File: src/msp_pkg.sv
/*
 * msp_pkg: shared constants and carriers for the memory select and paging
 * block. Assumes a 40 MHz system clock and an 8-bit host bus.
 */
package msp_pkg;

    // clock and flash recovery timing
    localparam int CLK_HZ = 40_000_000;
    localparam int RECOVER_US = 25;
    localparam int RECOVER_CYCLES = (RECOVER_US * (CLK_HZ / 1_000_000) > 0)
        ? RECOVER_US * (CLK_HZ / 1_000_000) : 1;
    localparam int RECOVER_CW = 11;

    // control register space offsets
    localparam logic [7:0] OFS_PAGE_EXTENSION = 8'hE0;
    localparam logic [7:0] OFS_MEMORY_SPACE_MAP = 8'hE2;
    localparam logic [7:0] OFS_PRIMARY_LOCK = 8'hE4;
    localparam logic [7:0] OFS_SECONDARY_LOCK = 8'hE5;

    // reset values
    localparam logic [7:0] PAGE_RESET = 8'h00;
    localparam logic [7:0] MAP_RESET = 8'h0C;
    localparam logic [7:0] DATA_RESET = 8'h00;

    // memory space map field positions
    localparam int MAP_SRAM_CODE = 0;
    localparam int MAP_SECONDARY_CODE = 1;
    localparam int MAP_PRIMARY_CODE = 2;
    localparam int MAP_SECONDARY_DATA = 3;
    localparam int MAP_PRIMARY_DATA = 4;
    localparam int MAP_PERIPHERAL_IO = 7;

    // secondary lock status field positions
    localparam int SEC_LOCK_SECURITY = 7;

    // width of the shared logic array input bus
    localparam int ARRAY_INPUTS = 73;

    // host bus pins as sampled
    typedef struct packed {
        logic [15:0] addr;
        logic [7:0] data;
        logic program_fetch_strobe_n;
        logic control_input_one_n;
        logic write_strobe_n;
        logic control_register_space;
    } msp_bus_t;

    // external port pins as sampled
    typedef struct packed {
        logic host_reset_n;
        logic power_down;
        logic [7:0] port_a;
        logic [7:0] port_b;
        logic [7:0] port_c;
        logic [2:0] port_d;
    } msp_pins_t;

    // flash recovery sequence
    typedef enum logic [1:0] {
        ST_READ = 2'b00,
        ST_ABORT = 2'b01,
        ST_RECOVER = 2'b11
    } msp_state_t;

endpackage : msp_pkg

File: src/msp_paging.sv
/*
 * msp_paging: memory select priority, space map strobe gating, page
 * register, sector lock status and reset abort of flash activity.
 * Assumes host pins are asynchronous to sys_clk and held for at least
 * three clock periods; the sector select terms come from the address
 * decode array on the same pins and are sampled with them.
 */
// Function
// - reset pulse aborts flash, returns read mode
// - busy flash back in read within 25us
// - primary lock status bit per sector
// - secondary lock status in bits three-zero
// - bit seven shows security lock, others zero
// - SRAM responds only while select high
// - secondary sector beats overlapping primary sector
// - SRAM or I/O beats any flash sector
// - memories reachable by fetch, read, both
// - bits two and four combine primary
// - space map initial value, always writable
// - eight bit page register at E0h
// - page bits feed the address decoder
// - unused page bits reach general logic
// - logic arrays get 73-signal input bus
// - lock status bits are read only
// - writes to locked sectors are ignored
`timescale 1ns/1ps

module msp_paging
    import msp_pkg::*;
#(
    parameter logic [7:0] MAP_INIT = MAP_RESET,
    parameter int RECOVER_LIMIT = RECOVER_CYCLES
)
(
    // clock and reset
    input wire logic sys_clk,
    input wire logic reset_n,
    // host bus pins
    input wire msp_bus_t host_bus,
    output logic [7:0] data_out,
    output logic data_oe_n,
    // external pins for the logic arrays
    input wire msp_pins_t ext_pins,
    // decode terms, sampled like the bus
    input wire logic sram_select_term,
    input wire logic [7:0] primary_sector_selects,
    input wire logic [3:0] secondary_sector_selects,
    input wire logic [1:0] peripheral_selects,
    // same-clock logic feeding the arrays
    input wire logic [7:0] output_cell_ab_feedback,
    input wire logic [7:0] output_cell_bc_feedback,
    input wire logic ready_busy,
    // lock configuration
    input wire logic [7:0] primary_lock,
    input wire logic [3:0] secondary_lock,
    input wire logic security_set,
    // flash sequencer
    input wire logic flash_busy,
    input wire logic [7:0] primary_write_req,
    input wire logic [3:0] secondary_write_req,
    output logic [7:0] primary_write_grant,
    output logic [3:0] secondary_write_grant,
    output logic flash_abort,
    output logic flash_read_mode,
    // memory enables
    output logic sram_enable,
    output logic io_enable,
    output logic [1:0] peripheral_enable,
    output logic [7:0] primary_enable,
    output logic [3:0] secondary_enable,
    // page and logic array outputs
    output logic [7:0] page_bits,
    output logic [ARRAY_INPUTS-1:0] array_inputs
);

    // read mux over the control register space
    function automatic logic [7:0] reg_read(
        input logic [7:0] ofs,
        input logic [7:0] page,
        input logic [7:0] map,
        input logic [7:0] plock,
        input logic [7:0] slock
    );
        logic [7:0] val;
        val = DATA_RESET;
        case (ofs)
            OFS_PAGE_EXTENSION: val = page;
            OFS_MEMORY_SPACE_MAP: val = map;
            OFS_PRIMARY_LOCK: val = plock;
            OFS_SECONDARY_LOCK: val = slock;
            default: val = DATA_RESET;
        endcase
        return val;
    endfunction : reg_read

    msp_bus_t bus_meta;
    msp_bus_t bus_sync;
    msp_pins_t pins_meta;
    msp_pins_t pins_sync;
    logic [2:0] sel_meta_misc;
    logic [2:0] sel_sync_misc;
    logic [11:0] sel_meta_flash;
    logic [11:0] sel_sync_flash;
    logic wr_seen;
    logic host_reset_seen;
    logic [7:0] page_extension;
    logic [7:0] memory_space_map;
    logic [7:0] primary_sector_lock_status;
    logic [7:0] secondary_sector_lock_status;
    msp_state_t state;
    msp_state_t next_state;
    logic [RECOVER_CW-1:0] recover_count;
    logic reg_write;
    logic reg_read_active;
    logic fetch;
    logic data_read;
    logic write;
    logic high_level;
    logic secondary_hit;
    logic primary_code_access;
    logic primary_data_access;
    logic secondary_code_access;
    logic secondary_data_access;
    logic peripheral_io_enable;
    logic primary_path;
    logic secondary_path;

    // two-flop synchronisers for every host pin
    always_ff @(posedge sys_clk)
    begin
        if (!reset_n)
        begin
            bus_meta <= '1;
            bus_sync <= '1;
            sel_meta_misc <= '0;
            sel_sync_misc <= '0;
            sel_meta_flash <= '0;
            sel_sync_flash <= '0;
        end
        else
        begin
            bus_meta <= host_bus;
            bus_sync <= bus_meta;
            sel_meta_misc <= {sram_select_term, peripheral_selects};
            sel_sync_misc <= sel_meta_misc;
            sel_meta_flash <= {secondary_sector_selects,
                primary_sector_selects};
            sel_sync_flash <= sel_meta_flash;
        end
    end

    // two-flop synchronisers for port and reset pins
    always_ff @(posedge sys_clk)
    begin
        if (!reset_n)
        begin
            pins_meta <= '0;
            pins_sync <= '0;
            pins_meta.host_reset_n <= 1'b1;
            pins_sync.host_reset_n <= 1'b1;
        end
        else
        begin
            pins_meta <= ext_pins;
            pins_sync <= pins_meta;
        end
    end

    // edge memory for write strobe and host reset
    always_ff @(posedge sys_clk)
    begin
        if (!reset_n)
        begin
            wr_seen <= 1'b0;
            host_reset_seen <= 1'b0;
        end
        else
        begin
            wr_seen <= ~bus_sync.write_strobe_n;
            host_reset_seen <= ~pins_sync.host_reset_n;
        end
    end

    // decoded strobes
    assign fetch = ~bus_sync.program_fetch_strobe_n;
    assign data_read = ~bus_sync.control_input_one_n;
    assign write = ~bus_sync.write_strobe_n;
    assign reg_write = write & ~wr_seen & bus_sync.control_register_space;
    assign reg_read_active = data_read & bus_sync.control_register_space;

    always_ff @(posedge sys_clk)
    begin
        if (!reset_n)
            page_extension <= PAGE_RESET;
        else if (reg_write && bus_sync.addr[7:0] == OFS_PAGE_EXTENSION)
            page_extension <= bus_sync.data;
    end

    always_ff @(posedge sys_clk)
    begin
        if (!reset_n)
            memory_space_map <= MAP_INIT;
        else if (reg_write && bus_sync.addr[7:0] == OFS_MEMORY_SPACE_MAP)
            memory_space_map <= bus_sync.data;
    end

    always_ff @(posedge sys_clk)
    begin
        if (!reset_n)
        begin
            primary_sector_lock_status <= DATA_RESET;
            secondary_sector_lock_status <= DATA_RESET;
        end
        else
        begin
            primary_sector_lock_status <= primary_lock;
            secondary_sector_lock_status <= DATA_RESET;
            secondary_sector_lock_status[3:0] <= secondary_lock;
            secondary_sector_lock_status[SEC_LOCK_SECURITY] <= security_set;
        end
    end

    // register read back and data pin drive
    always_ff @(posedge sys_clk)
    begin
        if (!reset_n)
            data_out <= DATA_RESET;
        else if (reg_read_active)
            data_out <= reg_read(bus_sync.addr[7:0], page_extension,
                memory_space_map, primary_sector_lock_status,
                secondary_sector_lock_status);
    end

    assign data_oe_n = ~(reg_read_active & reset_n);

    // space map fields
    assign secondary_code_access = memory_space_map[MAP_SECONDARY_CODE];
    assign primary_code_access = memory_space_map[MAP_PRIMARY_CODE];
    assign secondary_data_access = memory_space_map[MAP_SECONDARY_DATA];
    assign primary_data_access = memory_space_map[MAP_PRIMARY_DATA];
    assign peripheral_io_enable = memory_space_map[MAP_PERIPHERAL_IO];

    assign primary_path = (fetch & primary_code_access)
        | (data_read & primary_data_access) | write;
    assign secondary_path = (fetch & secondary_code_access)
        | (data_read & secondary_data_access) | write;

    assign high_level = sel_sync_misc[2] | bus_sync.control_register_space
        | (peripheral_io_enable & (|sel_sync_misc[1:0]));
    assign secondary_hit = |sel_sync_flash[11:8];

    // registered memory enables
    always_ff @(posedge sys_clk)
    begin
        if (!reset_n)
        begin
            sram_enable <= 1'b0;
            io_enable <= 1'b0;
            peripheral_enable <= '0;
            primary_enable <= '0;
            secondary_enable <= '0;
        end
        else
        begin
            sram_enable <= sel_sync_misc[2]
                & ((fetch & memory_space_map[MAP_SRAM_CODE])
                | data_read | write);
            io_enable <= bus_sync.control_register_space
                & (data_read | write);
            peripheral_enable <= sel_sync_misc[1:0]
                & {2{peripheral_io_enable & (data_read | write)}};
            secondary_enable <= sel_sync_flash[11:8]
                & {4{~high_level & secondary_path}};
            primary_enable <= sel_sync_flash[7:0]
                & {8{~high_level & ~secondary_hit & primary_path}};
        end
    end

    // locked sectors refuse program and erase
    always_ff @(posedge sys_clk)
    begin
        if (!reset_n)
        begin
            primary_write_grant <= '0;
            secondary_write_grant <= '0;
        end
        else
        begin
            primary_write_grant <= primary_write_req & ~primary_lock;
            secondary_write_grant <= secondary_write_req & ~secondary_lock;
        end
    end

    always_comb
    begin
        next_state = state;
        case (state)
            ST_READ:
                if (~pins_sync.host_reset_n & ~host_reset_seen)
                    next_state = ST_ABORT;
            ST_ABORT:
                next_state = flash_busy ? ST_RECOVER : ST_READ;
            ST_RECOVER:
                if (!flash_busy
                    || recover_count >= RECOVER_CW'(RECOVER_LIMIT - 2))
                    next_state = ST_READ;
            default:
                next_state = ST_READ;
        endcase
    end

    // recovery state register
    always_ff @(posedge sys_clk)
    begin
        if (!reset_n)
            state <= ST_READ;
        else
            state <= next_state;
    end

    // recovery cycle counter
    always_ff @(posedge sys_clk)
    begin
        if (!reset_n)
            recover_count <= '0;
        else if (state == ST_RECOVER)
            recover_count <= recover_count + RECOVER_CW'(1);
        else
            recover_count <= '0;
    end

    assign flash_abort = (state == ST_ABORT);
    assign flash_read_mode = (state == ST_READ);

    assign page_bits = page_extension;

    // all page bits reach general logic
    always_ff @(posedge sys_clk)
    begin
        if (!reset_n)
            array_inputs <= '0;
        else
            array_inputs <= {bus_sync.addr,
                ~bus_sync.program_fetch_strobe_n,
                ~bus_sync.control_input_one_n,
                ~bus_sync.write_strobe_n,
                ~pins_sync.host_reset_n,
                pins_sync.power_down,
                pins_sync.port_a,
                pins_sync.port_b,
                pins_sync.port_c,
                pins_sync.port_d,
                page_extension,
                output_cell_ab_feedback,
                output_cell_bc_feedback,
                ready_busy};
    end

endmodule : msp_paging

File: config.mk
export PLATFORM = sky130hd
export DESIGN_NAME = msp_paging
export DESIGN_NICKNAME = d
export VERILOG_FILES = /design/src/msp_pkg.sv /design/src/msp_paging.sv
export SDC_FILE = /design/constraint.sdc
export NUM_CORES = 1
export LEC_CHECK = 0
export BUFFER_PORTS_ARGS = -buffer_cell sky130_fd_sc_hd__buf_2
export CAP_MARGIN = 20
export CORE_MARGIN = 2
export CORE_UTILIZATION = 42
export DETAILED_ROUTE_END_ITERATION = 8
export PLACE_DENSITY = 0.77
export RECOVER_POWER = 50
export SLEW_MARGIN = 20
export SYNTH_ARGS = -nofsm -noshare
export SYNTH_HDL_FRONTEND = slang
export SYNTH_SLANG_ARGS = --single-unit
File: constraint.sdc
create_clock -name sys_clk -period 2.3 [get_ports sys_clk]
set_clock_uncertainty 0.1 [all_clocks]
set_input_delay 0.23 -clock sys_clk [delete_from_list [all_inputs] [get_ports sys_clk]]
set_output_delay 0.23 -clock sys_clk [all_outputs]
set_load 0.05 [all_outputs]
* After elaboration in Yosys (flattened, before gate mapping)
Cells that the tools add are included.
** Storage, ports and cells
- ROM bits :: 0
- Bits of input ports :: 117
- Bits in writable memories :: 0
- Latch bits :: 0
- Output and inout port bits :: 120
- Memories kept :: 0
- Flip-flop bits (word level) :: 300
** Cells by class
- Bitwise gates (word level) :: 42
- Multiply operators :: 0
- Shift-type cells :: 0
- $lt $le $gt $ge :: 1
- Equality and inequality tests :: 8
- Multiplexer cells :: 5
- Reductions and logical operators :: 9
- $add $sub $neg :: 1
- Div/mod/pow operators :: 0
** Operators by type and width (count)
- $eq 8x8->1 const B :: 4
- $pmux 8 s4 :: 1
- $and 1x1->1 :: 17
- $and 8x8->8 :: 2
- $add 11x1->11 const B :: 1
- $ge 11x10->1 const B :: 1
- $not 1->1 :: 9
- $or 1x1->1 :: 9
- $and 4x4->4 :: 2
- $not 8->8 :: 1
- $mux 2 :: 3
- $pmux 2 s3 :: 1
- $not 4->4 :: 1
- $reduce_and 2->1 :: 2
- $reduce_or 4->1 :: 1
- $and 2x2->2 :: 1
- $eq 2x1->1 const B :: 1
- $eq 2x2->1 const B :: 1
- $logic_and 1x1->1 :: 2
- $logic_not 2->1 :: 1
- $ne 2x1->1 const B :: 1
- $ne 2x2->1 const B :: 1
- $reduce_or 2->1 :: 1
- $logic_not 1->1 :: 1
- $logic_or 1x1->1 :: 1

* Depth between registers and ports, before layout
Gate-level depths: netlist of run 1.
- Word-level depth :: 7
- Mapped depth :: 7
- Mapped depth without buffers :: 6

* Least setup slack after synthesis of run 1
OpenSTA, ideal clock, no wires.
- Path type :: register to register
- From :: register bus_sync[13] in the netlist's numbering
- To :: register page_extension[5] (netlist: page_bits[5])
- Path buffers :: 2
- Cell stages (with the launch flop) :: 7
- Slack :: 0.495 ns
- Required time :: 2.087 ns
- Library setup time :: 0.113 ns
- Clock period less this slack :: 1.805 ns
- Arrival time :: 1.592 ns
- Cell sequence :: dfxtp_1 -> or4b_1 -> or4_1 -> buf_2 -> buf_6 -> nand2_1 -> o21ai_2
** Between the ends
- Word-level cells in the longest chain between the ends :: 2
** Ends and longest elaborated chain
- start, declared :: line msp_paging.sv:97 : msp_bus_t bus_sync;
- start signal, assigned :: line msp_paging.sv:143 : bus_sync <= bus_meta;
- $eq 8x8->1 :: line msp_paging.sv:195 : else if (reg_write && bus_sync.addr[7:0] == OFS_PAGE_EXTENSION)
- $logic_and 1x1->1 :: line msp_paging.sv:195
- end signal, assigned :: line msp_paging.sv:196 : page_extension <= bus_sync.data;
- end, declared :: line msp_paging.sv:106 : logic [7:0] page_extension;
Every way passes these cells.
A chain may end at the register's enable or synchronous reset.

* Final worst setup path of run 1
- From :: register bus_sync[1] in the netlist's numbering
- To :: register page_extension[5] (netlist: page_bits[5])
** Between the ends
- Word-level cells in the longest chain between the ends :: 4
** Ends and longest elaborated chain
- $not 1->1 :: line msp_paging.sv:187 : assign write = ~bus_sync.write_strobe_n;
- $and 1x1->1 (2 in a row) :: line msp_paging.sv:188 : assign reg_write = write & ~wr_seen & bus_sync.control_register_space;
- $logic_and 1x1->1 :: line msp_paging.sv:195
Every way passes these cells.

==> results of run 1 <==
==> cells by family (layout without fill, tap and decap cells) <==
logic type | after synthesis | after routing | synth area share, %
and+or+nand+nor | 348 | 348 | 24.0
DFF | 295 | 295 | 67.9
AOI/OAI and AO/OA | 47 | 47 | 3.50
buffers and inverters | 41 | 416 | 1.99
muxes | 15 | 15 | 1.73
xor gates and xnor gates | 6 | 6 | 0.604
adders and majority gates | 2 | 2 | 0.288
other | 0 | 2 | 0
==> where the power goes <==
group / switching, mW / total, mW / internal, mW
Combinational: 0.425 / 0.769 / 0.344
Clock: 1.84 / 4.39 / 2.54
Sequential: 0.0538 / 5.35 / 5.30
Total: 2.32 / 10.5 / 8.19
==> Yosys cell counts <==
cell type,instances,share of area [%]
nor2_1,14,0.60
nand4bb_1,2,0.26
xnor2_1,4,0.40
o21ai_1,6,0.35
dfxtp_1,295,68
or2_1,1,0.072
nand3_1,14,0.81
o21ai_2,2,0.20
buf_2,3,0.17
nand4_1,2,0.14
buf_4,2,0.17
a21oi_1,3,0.17
nand3b_1,1,0.086
and3_1,3,0.22
or4_1,2,0.17
xor2_1,2,0.20
or3_1,3,0.22
nand2b_1,67,4.8
nor4_2,1,0.14
and3b_1,10,1.0
a31oi_1,2,0.14
a211oi_1,3,0.26
a21o_1,1,0.086
clkbuf_1,32,1.4
a21boi_0,1,0.086
and2_1,185,13
a311oi_1,1,0.10
nor3_1,3,0.17
a22o_1,5,0.50
ha_1,2,0.29
or4b_1,1,0.12
o22ai_1,5,0.36
inv_1,2,0.086
buf_1,1,0.043
o21ai_0,14,0.81
a2111o_1,1,0.13
nand2_1,33,1.4
a2bb2oi_1,3,0.30
mux2i_1,15,1.7
buf_6,1,0.13
nor2b_1,6,0.43
==> what timing repair did <==
action,in CTS,in global routing
hold buffers,120,0
hold endpoints to repair,122,0
setup endpoints to repair,0,0
==> final timing paths <==
path | from | endpoint | cells after the start
max | bus_sync[1]$_SDFF_PN1_ | page_bits[5]$_SDFFE_PN0P_ | 4
min | pins_sync[28]$_SDFF_PN1_ | array_inputs[53]$_SDFF_PN0_ | 1
max reg2reg | bus_sync[1]$_SDFF_PN1_ | page_bits[5]$_SDFFE_PN0P_ | 4
min reg2reg | pins_sync[28]$_SDFF_PN1_ | array_inputs[53]$_SDFF_PN0_ | 1
==> sequential cells by signal (all words and copies together) (netlist names), 11 cells and up <==
signal	cells
sel_sync_flash	12
array_inputs	73
bus_sync	28
sel_meta_flash	12
pins_sync	29
pins_meta	29
bus_meta	28
recover_count	11
==> per-layer routing <==
| layer | vias to the layer above | track usage, % | routed length, µm |
|---|---|---|---|
| met5 | - | 0 | 0 |
| met4 | 0 | 8.05 | 851 |
| met3 | 55 | 3.43 | 972 |
| met2 | 180 | 30.9 | 9840 |
| met1 | 2733 | 19.3 | 7760 |
| li1 | 3111 | - | - |
==> final cells by class <==
| type | count | area [µm²] | area share, % |
|---|---|---|---|
| flip-flops and latches | 295 | 5910 | 48.7 |
| multi-input cells | 418 | 2620 | 21.6 |
| repair buffers | 364 | 2350 | 19.4 |
| clock buffers | 37 | 796 | 6.57 |
| well taps | 270 | 338 | 2.79 |
| clock inverters | 13 | 101 | 0.836 |
| inverters | 2 | 7.51 | 0.0619 |
| diodes | 2 | 5.00 | 0.0413 |
==> worst reg2reg max path, delay by kind of cell (launching register included) <==
family	cells	cell delay (ps)
simple gates	3	1420
flops	1	370
compound gates	1	60
==> metrics by stage <==
stage,total power [mW],hold slack (ps)
global route,10.9,295
finish,10.5,296
CTS,10.6,282
detailed placement,6.08,289
floorplan,5.87,202
global placement,6.07,285
==> flow_summary.toml, run 1 <==
[outcome]
status = "finished clean"

[hold_path]
min_path_type = "flip-flop to flip-flop"

[place]
placed_cells = 1229
gp_congestion = 0.768
place_hpwl_mm = 11.7
place_area_um2 = 10100
pre_cts_ws_ps = 263
port_buffers = 236

[finish]
final_common_cell = "dfxtp_1"
drive_above_1_share_pct = 19.0
nFillCells = 1662
syn_to_final_growth_pct = 39.4
stdcell_area_um2 = 12100
fin_nets = 1229
stdcell_count = 1401
layout_common_cells = "dfxtp_1 (295), and2_1 (166), buf_2 (157)"
post-route-util_pct = 59.7

[timing]
hold_viol = 0
fin_setup_tns_ps = 0
fin_ws_ps = 236
setup_violations = 0
maxSlewViolCount = 0
rsz0062_at_grt = "no"
fmax_mhz = 484
tightest_slew_ps = 691
final_min_period_over_clock_period_pct = 89.8
min_period_ps = 2060
relSlewSlack_pct = 54.1

[cts]
root_buffer = "clkbuf_16"
clkTransAtPathRegs_ps = 60
htreeDepth = 1
clock_tree.buffer_depth = 3
numCtsBuffers = 29
clkSinkCount = 295
cts_tree = "built"
clk-insertion-delay-late_ps = 530
cts_resized = 0
cts_setup_buffers = 0

[drt]
wl_per_cell_um = 13.9
drtIter0Drc = 210
drc = 0
wirelength_mm = 19.4
first_pass_iters = 4
ant_nets = 0
dr_total_vias = 6079
viasPerCell = 4.34

[global_routing]
antenna_found_initial = 2
grt_pass1_vias = 6038
grt_overflow_total = 0
grt_pass1_wl_mm = 30.0
grt.total_usage_pct = 17.1
grt_max_degree = 70

[floorplan]
core_um2 = 20300
io_pins = 237
die_w_um = 148
rows = 52
start_util_pct = 42.8
die_area_um2 = 21900
die_h_um = 148

[yosys]
syn_avg_cell_area_um2 = 11.5
synth_fp_nets = 873
seq_area_frac_synth_pct = 67.9
yosysWarnings = 0
synth_cell_types = 41
synth_seq_cells = 295
netlist_area_um2 = 8700
synth_cells = 754

[setup_path]
crit_fanout = 16
slowest_stage = "or4_1"
required_ps = 2610
crit_path_end_kind = "flip-flop"
path_cells = "or4b_1, or4_1, nand2_1, o21ai_2"
crit_type = "flip-flop to flip-flop"
reg2reg_slack_ps = 240
cp-start-kind = "flip-flop"
slowest_delay_ps = 700
critPathTopFamily = "simple AND/OR/NAND/NOR gates"
crit_buf_inv = 0
crit_arrival_ps = 2370

[pwr]
pwr_density_cell_nw_per_um2 = 867
vdd_ir_drop_max_v = 0.000470
cellLeakagePower_nw = 5.20

[flow_run]
drv_cap = 0
Note: power is estimated with default switching activity, not from simulation.
==> run 2: changes to the inputs <==
--- a/config.mk
+++ b/config.mk
@@ -10,7 +10,7 @@
 export CORE_MARGIN = 2
 export CORE_UTILIZATION = 42
 export DETAILED_ROUTE_END_ITERATION = 8
-export PLACE_DENSITY = 0.77
+export PLACE_DENSITY = 0.66
 export RECOVER_POWER = 50
 export SLEW_MARGIN = 20
 export SYNTH_ARGS = -nofsm -noshare
==> run 2 against run 1 <==
Compared with the run above:
- register-to-register slack improved by 30 ps
- global-route usage decreased by 0.74 points
- sequential power about the same
- utilization increased by 0.12 points
- final area increased by 0.20%
- cell count decreased by 0.43%
- power increased by 1.5%
- sequential share of layout area decreased by 0.095 points
- die area unchanged
- combinational power decreased by 1%
- critical path type unchanged
- critical endpoint is now page_bits[6]$_SDFFE_PN0P_
- largest cell class unchanged
- highest routed layer unchanged
==> flow_summary.toml, run 2 (synthesis gave the netlist of run 1 again) <==
[setup_path]
path_cells = "or4b_1, or4_1, nand2_1, o21ai_2"
cp-start-kind = "flip-flop"
slowest_stage = "or4_1"
crit_arrival_ps = 2330
crit_fanout = 16
crit_type = "flip-flop to flip-flop"
slowest_delay_ps = 690
crit_path_end_kind = "flip-flop"
required_ps = 2600

[timing]
hold_viol = 0
fmax_mhz = 492
fin_setup_tns_ps = 0
holdWs_ps = 296
tightest_slew_ps = 844
maxSlewViolCount = 0
relSlewSlack_pct = 43.7
rsz0062_at_grt = "no"
min_period_ps = 2030
setup_violations = 0
final_min_period_over_clock_period_pct = 88.3

[cts]
root_buffer = "clkbuf_16"
numCtsBuffers = 29
clkTransAtPathRegs_ps = 60
cts_resized = 0
htreeDepth = 1
clk-insertion-delay-late_ps = 520
clkSinkCount = 295
clock_tree.buffer_depth = 3
cts_tree = "built"

[pwr]
vdd_ir_drop_max_v = 0.000577
total_power_mw = 10.7
cellLeakagePower_nw = 5.28
pwr_density_cell_nw_per_um2 = 879
switching_power_mw = 2.31
pwr-share-clk_pct = 42.7
pwr-share-comb_pct = 7.1
pwr-share-seq_pct = 50.1
intPower_mw = 8.36
p_sw_share_pct = 21.7

[drt]
wl_per_cell_um = 13.2
first_pass_iters = 4
viasPerCell = 4.28
dr_total_vias = 5974
drc = 0
wirelength_mm = 18.4
drtIter0Drc = 186
ant_nets = 0

[floorplan]
die_w_um = 148
core_um2 = 20300
start_util_pct = 42.8
die_area_um2 = 21900
io_pins = 237
die_h_um = 148
rows = 52

[finish]
stdcell_count = 1395
final_common_cell = "dfxtp_1"
drive_above_1_share_pct = 20.6
largest_reg_flops = 73
top_regs = "array_inputs (73), pins_meta (29), pins_sync (29)"
top_register = "array_inputs"
layout_common_cells = "dfxtp_1 (295), buf_2 (175), and2_1 (158)"
diodes = 0
fin_nets = 1225
syn_to_final_growth_pct = 39.6

[place]
gp_congestion = 0.761
placed_cells = 1229
place_hpwl_mm = 11.5
port_buffers = 236

[global_routing]
grt_pass1_vias = 5845
grt_overflow_total = 0
antenna_found_initial = 0
grt_max_degree = 70
grt.total_usage_pct = 16.4
grt_pass1_wl_mm = 28.8

[outcome]
status = "finished clean"

[flow_run]
drv_cap = 0

[hold_path]
min_path_type = "flip-flop to flip-flop"
==> run 2: final timing paths <==
| kind | start | end | slack [ps] | depth (start not counted) |
|---|---|---|---|---|
| worst max-delay path | bus_sync[1]$_SDFF_PN1_ | page_bits[6]$_SDFFE_PN0P_ | 270 | 4 |
| worst max register to register | bus_sync[1]$_SDFF_PN1_ | page_bits[6]$_SDFFE_PN0P_ | 270 | 4 |
| worst min register to register | bus_meta[7]$_SDFF_PN1_ | bus_sync[7]$_SDFF_PN1_ | 300 | 1 |
| worst min-delay path | bus_meta[7]$_SDFF_PN1_ | bus_sync[7]$_SDFF_PN1_ | 300 | 1 |
==> run 2: timing repair <==
action	4_1_cts	5_1_grt
setup buffers	0	0
hold buffers	116	0
endpoints found under the hold margin	120	0
==> run 2: critical path, delay by kind of cell, from the launching register on <==
kind,cells,cell delay (ps)
DFF,1,360
and+or+nand+nor,3,1380
AOI/OAI and AO/OA,1,60
==> run 2: power by group through the flow <==
stage / sequential (mW) / combinational [mW] / clock, mW
after floorplan: 5.66 / 0.213 / 0
after global placement: 5.46 / 0.612 / 0
final: 5.35 / 0.760 / 4.56
after global routing: 5.37 / 0.817 / 4.89
after detailed placement: 5.46 / 0.616 / 0
after CTS: 5.35 / 0.772 / 4.70
==> run 2: per-stage QoR <==
stage          instance area [µm²]  worst slack, ps  utilization [%]
3_5_place_dp                 10100              276             49.9
5_1_grt                      12100              138             59.8
4_1_cts                      12200              253             60.2
2_1_floorplan                 8700              495                -
6_report                     12100              269             59.8
3_3_place_gp                 10100              310             49.9
==> run 2: final cells by class <==
cell class                 count  area, µm²
sequential                   295       5910
inverter                       2       7.51
fill                        1697       8160
clock buffer                  39        823
multi-input combinational    418       2620
timing repair buffer         360       2340
tap                          270        338
clock inverter                11        111
==> run 2: routing by layer <==
layer | up-vias | wire [µm] | track usage [%]
met3 | 46 | 868 | 3.24
met1 | 2695 | 7590 | 19.0
met4 | 0 | 648 | 6.76
li1 | 3091 | - | -
met2 | 142 | 9300 | 29.4
met5 | - | 0 | 0
